[src/sro_pkg.sv]
//------------------------------------------------------------------------
// constants and types of the start-up residual overvoltage function
//------------------------------------------------------------------------
// Notes on behaviour
// - a block input held high disables the function: no start, no trip.
// - the final trip combines internal start and trip with the settings.
// - start-only setting, default false, keeps start and suppresses trip.
// - trip delay 0..60000 ms, default 200, counted from fault onset.
// - start asserts about 2.5 signal periods after pickup appears.
// - start and trip drop about 3 signal periods after pickup vanishes.
// - the measured value comes from the fourth voltage input channel.
// - general start and general trip outputs; internal start and trip shown as live status.
// - every on and off edge of start and trip gives an event pulse, except a drop forced by reset.
// - start while residual exceeds pickup, 2..60 percent, default 30.
// - peak-to-peak input is already scaled as RMS of a sinusoid.
package sro_pkg;

    //--------------------------------------------------------------------
    // measurement
    //--------------------------------------------------------------------
    localparam int MEAS_W = 16; // residual value, units of 0.1 % rated
    localparam int CH_COUNT = 4;
    localparam logic [1:0] MEAS_CH = 2'h3; // fourth voltage channel
    localparam logic [15:0] MEAS_PER_PCT = 16'h000a;

    //--------------------------------------------------------------------
    // settings
    //--------------------------------------------------------------------
    localparam int PICKUP_W = 6;
    localparam logic [5:0] PICKUP_MIN = 6'h02;
    localparam logic [5:0] PICKUP_MAX = 6'h3c;
    localparam logic [5:0] PICKUP_DEFAULT = 6'h1e;
    localparam int DELAY_W = 16;
    localparam logic [15:0] DELAY_MAX = 16'hea60;
    localparam logic [15:0] DELAY_DEFAULT = 16'h00c8;
    localparam logic OPER_DEFAULT = 1'b0;
    localparam logic START_ONLY_DEFAULT = 1'b0;

    //--------------------------------------------------------------------
    // timing
    //--------------------------------------------------------------------
    localparam int CLK_HZ = 100_000_000;
    localparam int MS_PER_S = 1000;
    localparam int CYCLES_PER_MS = CLK_HZ / MS_PER_S;
    localparam int MS_CNT_W = 17;
    localparam int PERIOD_W = 24; // clock cycles per signal period
    localparam int LIM_W = PERIOD_W + 3;
    localparam int OPERATE_HALF_PERIODS = 5; // 2.5 periods
    localparam int RESET_PERIODS = 3;

    //--------------------------------------------------------------------
    // reset values
    //--------------------------------------------------------------------
    localparam logic OUT_RST = 1'b0;
    localparam logic [15:0] ELAPSED_RST = 16'h0000;
    localparam logic [16:0] MS_CNT_RST = 17'h00000;
    localparam logic [15:0] MEAS_RST = 16'h0000;
    localparam logic [26:0] SPAN_RST = 27'h0000000;

    typedef enum logic [1:0] {ST_IDLE, ST_START, ST_TRIP} sro_state_type;

endpackage

[src/sro_span_if.sv]
//------------------------------------------------------------------------
// request and answer of one span timer
//------------------------------------------------------------------------
interface sro_span_if;
    import sro_pkg::*;
    logic run;
    logic [LIM_W-1:0] limit;
    logic done;
    modport owner (output run, output limit, input done);
    modport timer (input run, input limit, output done);
endinterface

[src/sro_span_timer.sv]
//------------------------------------------------------------------------
// span timer: done once run has been held for limit cycles
//------------------------------------------------------------------------
module sro_span_timer
    import sro_pkg::*;
(
    input wire logic ref_clk_in,
    input wire logic rst_in,
    sro_span_if.timer span
);

    logic [LIM_W-1:0] cnt_q;
    logic done_q;

    // count while run is held, restart when it drops
    always_ff @(posedge ref_clk_in)
    begin
        if (rst_in || !span.run)
        begin
            cnt_q <= SPAN_RST;
        end
        else if (cnt_q < span.limit)
        begin
            cnt_q <= cnt_q + LIM_W'(1);
        end
    end

    // done is a level, held while run stays high
    always_ff @(posedge ref_clk_in)
    begin
        if (rst_in)
        begin
            done_q <= OUT_RST;
        end
        else
        begin
            done_q <= span.run && (cnt_q >= span.limit);
        end
    end

    assign span.done = done_q;

    //--------------------------------------------------------------------
    // checks
    //--------------------------------------------------------------------
    span_done_a: assert property (@(posedge ref_clk_in) disable iff (rst_in)
        $rose(done_q) |-> $past(span.run) && ($past(cnt_q) >= $past(span.limit)))
        else $error("span timer finished before its limit");

    span_drop_a: assert property (@(posedge ref_clk_in) disable iff (rst_in)
        !span.run |=> !done_q)
        else $error("span timer done without run");

endmodule

[src/sro_trip_top.sv]
//------------------------------------------------------------------------
// start-up residual overvoltage: definite time start and trip
//------------------------------------------------------------------------
module sro_trip_top
    import sro_pkg::*;
#(
    parameter int CYCLES_PER_MS_P = CYCLES_PER_MS
)
(
    input wire logic ref_clk_in,
    input wire logic rst_in,
    input wire logic [CH_COUNT-1:0][MEAS_W-1:0] vt_pp_in,
    input wire logic [PERIOD_W-1:0] signal_period_in,
    input wire logic block_input_in,
    input wire logic operation_on_in,
    input wire logic start_only_in,
    input wire logic [PICKUP_W-1:0] pickup_pct_in,
    input wire logic [DELAY_W-1:0] trip_delay_ms_in,
    output logic internal_start_status_out,
    output logic internal_trip_status_out,
    output logic general_start_out,
    output logic general_trip_out,
    output logic start_on_event_out,
    output logic start_off_event_out,
    output logic trip_on_event_out,
    output logic trip_off_event_out
);

    //--------------------------------------------------------------------
    // declarations
    //--------------------------------------------------------------------
    sro_state_type state_q, state_d;
    logic [MEAS_W-1:0] meas_q;
    logic [MS_CNT_W-1:0] ms_cnt_q;
    logic [DELAY_W-1:0] elapsed_q;
    logic [PICKUP_W-1:0] pickup_eff;
    logic [DELAY_W-1:0] delay_eff;
    logic [MEAS_W-1:0] thresh;
    logic enabled;
    logic raw_pick;
    logic timing;
    logic delay_reached;
    logic gen_start_d, gen_trip_d;
    logic int_start_q, int_trip_q, gen_start_q, gen_trip_q;
    logic st_on_q, st_off_q, tr_on_q, tr_off_q;

    sro_span_if op_if ();
    sro_span_if drop_if ();

    //--------------------------------------------------------------------
    // settings and pickup
    //--------------------------------------------------------------------
    // function enabled only when on and not blocked
    assign enabled = operation_on_in && !block_input_in;

    // clamp settings to their legal ranges
    always_comb
    begin
        if (pickup_pct_in < PICKUP_MIN)
        begin
            pickup_eff = PICKUP_MIN;
        end
        else if (pickup_pct_in > PICKUP_MAX)
        begin
            pickup_eff = PICKUP_MAX;
        end
        else
        begin
            pickup_eff = pickup_pct_in;
        end
        delay_eff = (trip_delay_ms_in > DELAY_MAX) ? DELAY_MAX : trip_delay_ms_in;
    end

    // sample the fourth channel, already RMS-scaled peak-to-peak
    always_ff @(posedge ref_clk_in)
    begin
        if (rst_in)
        begin
            meas_q <= MEAS_RST;
        end
        else
        begin
            meas_q <= vt_pp_in[MEAS_CH];
        end
    end

    // compare against pickup in tenths of a percent
    assign thresh = {10'h000, pickup_eff} * MEAS_PER_PCT;
    assign raw_pick = enabled && (meas_q > thresh);

    //--------------------------------------------------------------------
    // operate and reset filters
    //--------------------------------------------------------------------
    // operate after 2.5 periods, reset after 3 periods
    assign op_if.run = raw_pick && (state_q == ST_IDLE);
    assign op_if.limit = LIM_W'(({3'h0, signal_period_in} * LIM_W'(OPERATE_HALF_PERIODS)) >> 1);
    assign drop_if.run = enabled && !raw_pick && (state_q != ST_IDLE);
    assign drop_if.limit = LIM_W'({3'h0, signal_period_in} * LIM_W'(RESET_PERIODS));

    sro_span_timer u_op_timer (
        .ref_clk_in(ref_clk_in),
        .rst_in(rst_in),
        .span(op_if.timer)
    );

    sro_span_timer u_drop_timer (
        .ref_clk_in(ref_clk_in),
        .rst_in(rst_in),
        .span(drop_if.timer)
    );

    //--------------------------------------------------------------------
    // definite delay, counted from fault onset
    //--------------------------------------------------------------------
    assign timing = enabled && (raw_pick || state_q != ST_IDLE);
    assign delay_reached = elapsed_q >= delay_eff;

    // millisecond prescaler
    always_ff @(posedge ref_clk_in)
    begin
        if (rst_in || !timing)
        begin
            ms_cnt_q <= MS_CNT_RST;
        end
        else if (ms_cnt_q == MS_CNT_W'(CYCLES_PER_MS_P - 1))
        begin
            ms_cnt_q <= MS_CNT_RST;
        end
        else
        begin
            ms_cnt_q <= ms_cnt_q + MS_CNT_W'(1);
        end
    end

    // elapsed milliseconds, saturating at the maximum delay
    always_ff @(posedge ref_clk_in)
    begin
        if (rst_in || !timing)
        begin
            elapsed_q <= ELAPSED_RST;
        end
        else if (ms_cnt_q == MS_CNT_W'(CYCLES_PER_MS_P - 1) && elapsed_q < DELAY_MAX)
        begin
            elapsed_q <= elapsed_q + DELAY_W'(1);
        end
    end

    //--------------------------------------------------------------------
    // decision state
    //--------------------------------------------------------------------
    always_comb
    begin
        state_d = state_q;
        unique case (state_q)
            ST_IDLE:
            begin
                if (enabled && op_if.done)
                begin
                    state_d = ST_START;
                end
            end
            ST_START:
            begin
                if (!enabled || drop_if.done)
                begin
                    state_d = ST_IDLE;
                end
                else if (delay_reached)
                begin
                    state_d = ST_TRIP;
                end
            end
            ST_TRIP:
            begin
                if (!enabled || drop_if.done)
                begin
                    state_d = ST_IDLE;
                end
            end
            default:
            begin
                state_d = ST_IDLE;
            end
        endcase
    end

    always_ff @(posedge ref_clk_in)
    begin
        if (rst_in)
        begin
            state_q <= ST_IDLE;
        end
        else
        begin
            state_q <= state_d;
        end
    end

    //--------------------------------------------------------------------
    // outputs and events
    //--------------------------------------------------------------------
    // general trip masked by start-only
    assign gen_start_d = (state_d != ST_IDLE);
    assign gen_trip_d = (state_d == ST_TRIP) && !start_only_in;

    // live status and general outputs
    always_ff @(posedge ref_clk_in)
    begin
        if (rst_in)
        begin
            int_start_q <= OUT_RST;
            int_trip_q <= OUT_RST;
            gen_start_q <= OUT_RST;
            gen_trip_q <= OUT_RST;
        end
        else
        begin
            int_start_q <= (state_d != ST_IDLE);
            int_trip_q <= (state_d == ST_TRIP);
            gen_start_q <= gen_start_d;
            gen_trip_q <= gen_trip_d;
        end
    end

    // one-cycle pulses on each edge of the general outputs, except a fall forced by reset
    always_ff @(posedge ref_clk_in)
    begin
        if (rst_in)
        begin
            st_on_q <= OUT_RST;
            st_off_q <= OUT_RST;
            tr_on_q <= OUT_RST;
            tr_off_q <= OUT_RST;
        end
        else
        begin
            st_on_q <= gen_start_d && !gen_start_q;
            st_off_q <= !gen_start_d && gen_start_q;
            tr_on_q <= gen_trip_d && !gen_trip_q;
            tr_off_q <= !gen_trip_d && gen_trip_q;
        end
    end

    assign internal_start_status_out = int_start_q;
    assign internal_trip_status_out = int_trip_q;
    assign general_start_out = gen_start_q;
    assign general_trip_out = gen_trip_q;
    assign start_on_event_out = st_on_q;
    assign start_off_event_out = st_off_q;
    assign trip_on_event_out = tr_on_q;
    assign trip_off_event_out = tr_off_q;

    //--------------------------------------------------------------------
    // checks
    //--------------------------------------------------------------------
    block_clears_a: assert property (@(posedge ref_clk_in) disable iff (rst_in)
        block_input_in |=> !general_start_out && !general_trip_out)
        else $error("output active while blocked");

    oper_off_a: assert property (@(posedge ref_clk_in) disable iff (rst_in)
        !operation_on_in |=> !general_start_out && elapsed_q == ELAPSED_RST)
        else $error("function active while off");

    start_only_a: assert property (@(posedge ref_clk_in) disable iff (rst_in)
        start_only_in |=> !general_trip_out)
        else $error("trip issued in start-only mode");

    trip_has_start_a: assert property (@(posedge ref_clk_in) disable iff (rst_in)
        general_trip_out |-> general_start_out && internal_trip_status_out)
        else $error("trip without start");

    trip_delay_a: assert property (@(posedge ref_clk_in) disable iff (rst_in)
        $rose(internal_trip_status_out) |-> $past(elapsed_q) >= $past(delay_eff))
        else $error("trip before delay elapsed");

    start_operate_a: assert property (@(posedge ref_clk_in) disable iff (rst_in)
        $rose(internal_start_status_out) |-> $past(op_if.done) && $past(enabled))
        else $error("start without operate time");

    start_reset_a: assert property (@(posedge ref_clk_in) disable iff (rst_in)
        $fell(internal_start_status_out) && $past(enabled) |-> $past(drop_if.done))
        else $error("start dropped before reset time");

    meas_channel_a: assert property (@(posedge ref_clk_in) disable iff (rst_in)
        !$past(rst_in) |-> meas_q == $past(vt_pp_in[MEAS_CH]))
        else $error("wrong measurement channel");

    start_events_a: assert property (@(posedge ref_clk_in) disable iff (rst_in)
        ($rose(general_start_out) |-> start_on_event_out)
        and ($fell(general_start_out) |-> start_off_event_out))
        else $error("start edge without event");

    trip_events_a: assert property (@(posedge ref_clk_in) disable iff (rst_in)
        $rose(general_trip_out) |-> trip_on_event_out ##1 !trip_on_event_out)
        else $error("trip event missing or too long");

    reset_clear_a: assert property (@(posedge ref_clk_in)
        rst_in |=> !general_start_out && !general_trip_out && !start_on_event_out)
        else $error("outputs not cleared by reset");

endmodule

[config.mk]
export PLATFORM = sky130hd
export DESIGN_NAME = sro_trip_top
export DESIGN_NICKNAME = d
export VERILOG_FILES = /design/src/sro_pkg.sv /design/src/sro_span_if.sv /design/src/sro_span_timer.sv /design/src/sro_trip_top.sv
export SDC_FILE = /design/constraint.sdc
export NUM_CORES = 1
export LEC_CHECK = 0
export CAP_MARGIN = 20
export CORE_MARGIN = 2
export CORE_UTILIZATION = 40
export CTS_BUF_LIST = sky130_fd_sc_hd__clkbuf_4 sky130_fd_sc_hd__clkbuf_8 sky130_fd_sc_hd__clkbuf_16
export CTS_CLUSTER_SIZE = 10
export DETAILED_ROUTE_END_ITERATION = 16
export DONT_BUFFER_PORTS = 1
export GPL_TIMING_DRIVEN = 0
export PLACE_DENSITY = 0.61
export SYNTH_ARGS = -nofsm -noshare
export SYNTH_HDL_FRONTEND = slang
export SYNTH_HIERARCHICAL = 1
export SYNTH_SLANG_ARGS = --single-unit
[constraint.sdc]
create_clock -name ref_clk_in -period 15 [get_ports ref_clk_in]
set_input_delay 3 -clock ref_clk_in [delete_from_list [all_inputs] [get_ports ref_clk_in]]
set_output_delay 3 -clock ref_clk_in [all_outputs]
set_load 0.02 [all_outputs]
== Yosys cells after proc, flatten, opt, wreduce, memory -nomap -nowiden ==
Index checks and enable logic that the tools add are counted.

* Add/subtract/negate cells: 4
* $mul: 3
* Div/mod/pow operators: 0
* Order comparisons: 10
* Eq/ne operators: 4
* Shift-type cells: 0
* Mux-type cells: 8
* Bitwise operators: 0
* Reduce and logical (&&, ||, !) cells: 35

{| class="wikitable"
|+ Operator list
! kind !! count
|-
| $add 27x1->27 const B || 2
|-
| $ge 27x26->1 || 2
|-
| $lt 27x26->1 || 2
|-
| $mul 24x3->27 const B || 1
|-
| $mul 24x2->26 const B || 1
|-
| $add 17x1->17 const B || 1
|-
| $eq 17x17->1 const B || 1
|-
| $add 16x1->16 const B || 1
|-
| $ge 16x16->1 || 1
|-
| $gt 16x10->1 || 1
|-
| $gt 16x16->1 const B || 1
|-
| $lt 16x16->1 const B || 1
|-
| $mux 16 || 1
|-
| $logic_and 1x1->1 || 15
|-
| $mux 6 || 2
|-
| $logic_not 1->1 || 11
|-
| $mul 6x3->9 const B || 1
|-
| $mux 2 || 4
|-
| $gt 6x6->1 const B || 1
|-
| $lt 6x2->1 const B || 1
|-
| $pmux 2 s3 || 1
|-
| $logic_or 1x1->1 || 5
|-
| $eq 2x2->1 const B || 2
|-
| $reduce_bool 2->1 || 2
|-
| 3 further kinds || 3
|}

* Register bits after elaboration: 114
* Bits in latches: 0
* Bits in writable memories: 0
* ROM bits: 0
* Bits of input ports: 115
* Output and inout bits: 8
* Logic and storage cells: 79
* Memories kept: 0

== Depth between registers and ports, before layout ==
* Depth after elaboration: 11
* Depth in mapped cells: 22
* Gate-level depth less buffers: 20

== Hierarchy ==
Netlist, hierarchy kept.

{| class="wikitable"
|+ By module, submodules not included
! module !! times used !! cells each !! area each (um^2) !! sequential area each (um^2)
|-
| sro_trip_top || 1 || 709 || 5,748.0 || 1,161.1
|-
| sro_span_timer || 2 || 259 || 2,102.0 || 560.5
|}

== Worst setup path after synthesis ==
Ideal clock, no wire load.

* Path kind: in2reg
* From: in signal_period_in[1]
* To: reg u_op_timer.cnt_q[12]
* Setup time: 0.115 ns
* Data arrival time: 6.949 ns
* Data required time: 14.885 ns
* Setup slack: 7.936 ns
* Stages on the path: 19
* Buffers on the path: 1
* Cell sequence: ha_1 ha_1 fa_1 a211oi_1 o211ai_1 nand2_1 o311ai_0 a21oi_1 nand3b_1 xnor2_1 inv_1 ha_1 a21oi_1 o21ai_1 a221oi_2 o2111ai_2 buf_2 o31a_1 o21a_1

* Longest elaborated chain between the ends: 2

{| class="wikitable"
|+ RTL lines
! element !! RTL line !! source
|-
| start: declaration || sro_trip_top.sv:13 || <nowiki>input wire logic [PERIOD_W-1:0] signal_period_in,</nowiki>
|-
| $mul 24x3->27 || sro_trip_top.sv:96 || <nowiki>assign op_if.limit = LIM_W'(({3'h0, signal_period_in} * LIM_W'(OPERATE_HALF_PERIODS)) >> 1);</nowiki>
|-
| named net op_if.limit[22] || sro_span_if.sv:7 || <nowiki>logic [LIM_W-1:0] limit;</nowiki>
|-
| $lt 27x26->1 || sro_span_timer.sv:22 || <nowiki>else if (cnt_q < span.limit)</nowiki>
|-
| end signal: assignment || sro_span_timer.sv:24 || <nowiki>cnt_q <= cnt_q + LIM_W'(1);</nowiki>
|-
| end: declaration || sro_span_timer.sv:12 || <nowiki>logic [LIM_W-1:0] cnt_q;</nowiki>
|}

The timed path passes the listed nets, and every way through them passes these cells.
A chain may end at the register's enable or synchronous reset.

== Final worst setup path ==
Same ends and word-level chain as after synthesis.

==> qor.csv <==
metric;value;unit
htreeDepth;4;
start_util;40.8;%
cts_tree;built;
cp_cell_sequence;ha_1 -> ha_1 -> fa_1 -> a211oi_1 -> o211ai_1 -> nand2_1 -> o311ai_0 -> a21oi_1 -> mux2i_1 -> nor3_1 -> inv_1 -> ha_1 -> nand4_1 -> nor4_2 -> nand2_1 -> o2111ai_2 -> buf_2 -> nor4_1 -> o21a_1;
yosysTopAreaCellShare;22.9;%
path_max_fanout;10;
powerDensity;82.7;nW/µm²
design.core.area;24400;µm²
slowest_delay;0.67;ns
pre_cts_ws;7.13;ns
syn_area_per_cell;8.11;µm²
synth_warnings;6;
cts_hold_buf;0;
synthMostInstantiatedCell;ha_1;
synthArstFlopShare;0;%
cp-start-kind;primary input;
wl_met3;702;µm
vias;8673;
period_share;49.4;%
wire_per_inst;14.7;µm
synth_cell_types;72;
worstMarginPinSlew;0.858;ns
hold_class;reg -> reg;
rsz0062_at_grt;false;
drive_gt1_share;6.27;%
critPathMostFrequentCell;ha_1;
ant_nets;0;
routed_wl;23300;µm
crit_type;in -> reg;
ys_ff_latch;114;
drv_slew;0;
grt_max_degree;17;
die_y;162;µm
rr_endpoint;u_drop_timer/cnt_q[1];
dr.first_iter.drc_count;376;
nets;1522;
dp_hpwl;18400;µm
fin_skew;0.0152;ns
wl_met2;10900;µm
num_rows;57;
highest-signal-layer;met4;
cts_made_buffers;17;
first_pass_iters;4;
vias_per_cell;5.48;
worstPathArrival;7.73;ns
io_buffers;0;
status;completed;
gp_congestion;0.854;
ctsResizeCount;0;
overflow;0;
synth-edff-count;0;
cts_setup_buffers;0;
met1_length;11100;µm
clkSinkCount;114;
end_kind;register;
grt_pass1_wl;39600;µm
tns;0;ns
final-hold-violation-count;0;
synth_area;9950;µm²
path_clk_slew;0.06;ns
seq_area_frac_synth;22.9;%
root_buffer;clkbuf_16;
clock.fmax;135;MHz
vdd.ir_drop.worst;0.0000641;V
period_minus_slack;7.41;ns
antenna_cells;0;
worstSetupEndpoint;u_op_timer/cnt_q[12];
synth_area_leaders;dfxtp_1 (23%), ha_1 (20%), a21oi_1 (5.4%);
relSlewSlack;41.3;%
ff2ff_path_depth;11;
final_util;44.8;%
ys_top_cells_by_count;ha_1 (157), dfxtp_1 (114), a21oi_1 (107), inv_1 (103), nor2_1 (99);
timing.rr.start;meas_q[2];
synthCells;1227;
ioPinCount;123;
synth_ff_type;dfxtp_1;
worst_slack;7.59;ns
total_leakage_power;4.52;nW
area_delta_synth_final;9.91;%
slowest_stage;o311ai_0;
drt_drc_violations_left;0;
cts_buffer_depth;2;
grt_usage;18.3;%
required;15.32;ns
antenna_found_initial;0;
clock_latency;0.43;ns
setup_violations;0;
die_area;26200;µm²
die_x;162;µm
crit_start;signal_period_in[1];
drv_cap;0;
r2r_setup_slack;11.90;ns
yosysTopAreaCell;dfxtp_1;
grt_pass1_vias;8325;
==> critical path: cells and delay by family <==
| family | cells | cell delay, ns |
|---|---|---|
| muxes | 1 | 0.17 |
| adders and majority gates | 4 | 1.00 |
| buffers and inverters | 2 | 0.39 |
| AOI/OAI and AO/OA | 6 | 1.91 |
| and+or+nand+nor | 6 | 1.26 |
==> power by group <==
part           total [mW]  internal, mW  switching (mW)  leakage (nW)
Clock               0.401         0.239           0.162         0.277
Sequential          0.306         0.305         0.00102         0.922
Combinational       0.198        0.0849           0.113          3.32
==> layer usage <==
| layer | vias to the layer above | track usage (%) |
|---|---|---|
| met5 | - | 0 |
| met1 | 3963 | 23.6 |
| met4 | 0 | 6.68 |
| met2 | 141 | 30.6 |
| li1 | 4534 | - |
| met3 | 35 | 3.22 |
==> state kept, by name (all words and copies together), names as in the netlist <==
signal / flops
u_drop_timer/cnt_q: 27
internal_trip_status_out: 1
trip_on_event_out: 1
u_op_timer/cnt_q: 27
general_start_out: 1
elapsed_q: 16
start_on_event_out: 1
ms_cnt_q: 17
u_op_timer/span.done: 1
start_off_event_out: 1
general_trip_out: 1
trip_off_event_out: 1
u_drop_timer/span.done: 1
state_q: 2
meas_q: 16
==> area by class of cell <==
type                    count  area, µm²
clock inverters            13        124
flip-flops and latches    114       2280
multi-input cells         980       7130
well taps                 324        405
inverters                 103        387
fillers                  2443      13500
clock buffers              19        453
plain buffers              31        153
==> per-stage QoR <==
step	instance area, µm²	total power [mW]	cells	hold slack (ns)
finish	10900	0.905	1584	0.463
global route	10900	0.960	1584	0.511
CTS	10900	0.914	1584	0.468
detailed placement	10400	0.510	1552	0.455
global placement	10400	0.507	1552	0.444
floorplan	9960	0.475	1228	0.430
==> cell families (layout without fill, tap and decap cells) <==
family | Yosys count | after routing | synth area share, %
adders and majority gates | 160 | 160 | 20.3
buffers and inverters | 134 | 166 | 5.42
muxes | 5 | 5 | 0.515
other | 1 | 2 | 0.0377
xor gates and xnor gates | 70 | 70 | 6.16
and+or+nand+nor | 434 | 434 | 23.0
DFF | 114 | 114 | 22.9
AOI/OAI and AO/OA | 309 | 309 | 21.6
==> worst min-delay path by stage <==
stage,end,slack [ns],cells after the start,from
4_1_cts,ms_cnt_q[0],0.47,1,ms_cnt_q[0]
3_5_place_dp,ms_cnt_q[0],0.46,1,ms_cnt_q[0]
6_report,ms_cnt_q[0],0.46,1,ms_cnt_q[0]
3_3_place_gp,ms_cnt_q[0],0.44,1,ms_cnt_q[0]
5_1_grt,u_op_timer/cnt_q[14],0.51,2,u_op_timer/cnt_q[14]
2_1_floorplan,ms_cnt_q[0],0.43,1,ms_cnt_q[0]
==> cells in the final DEF (no fill, tap or decap), types with 23 or more instances in the layout <==
cell	netlist	final
ha_1	157	157
dfxtp_1	114	114
a21oi_1	107	107
inv_1	103	103
nor2_1	99	99
nand2_1	79	79
nand3_1	53	53
xnor2_1	47	47
or4_1	36	36
o31ai_1	35	35
nor2b_1	34	34
o21ai_0	34	34
xor2_1	23	23
nand4_1	23	23
(Power assumes the default switching activity.)
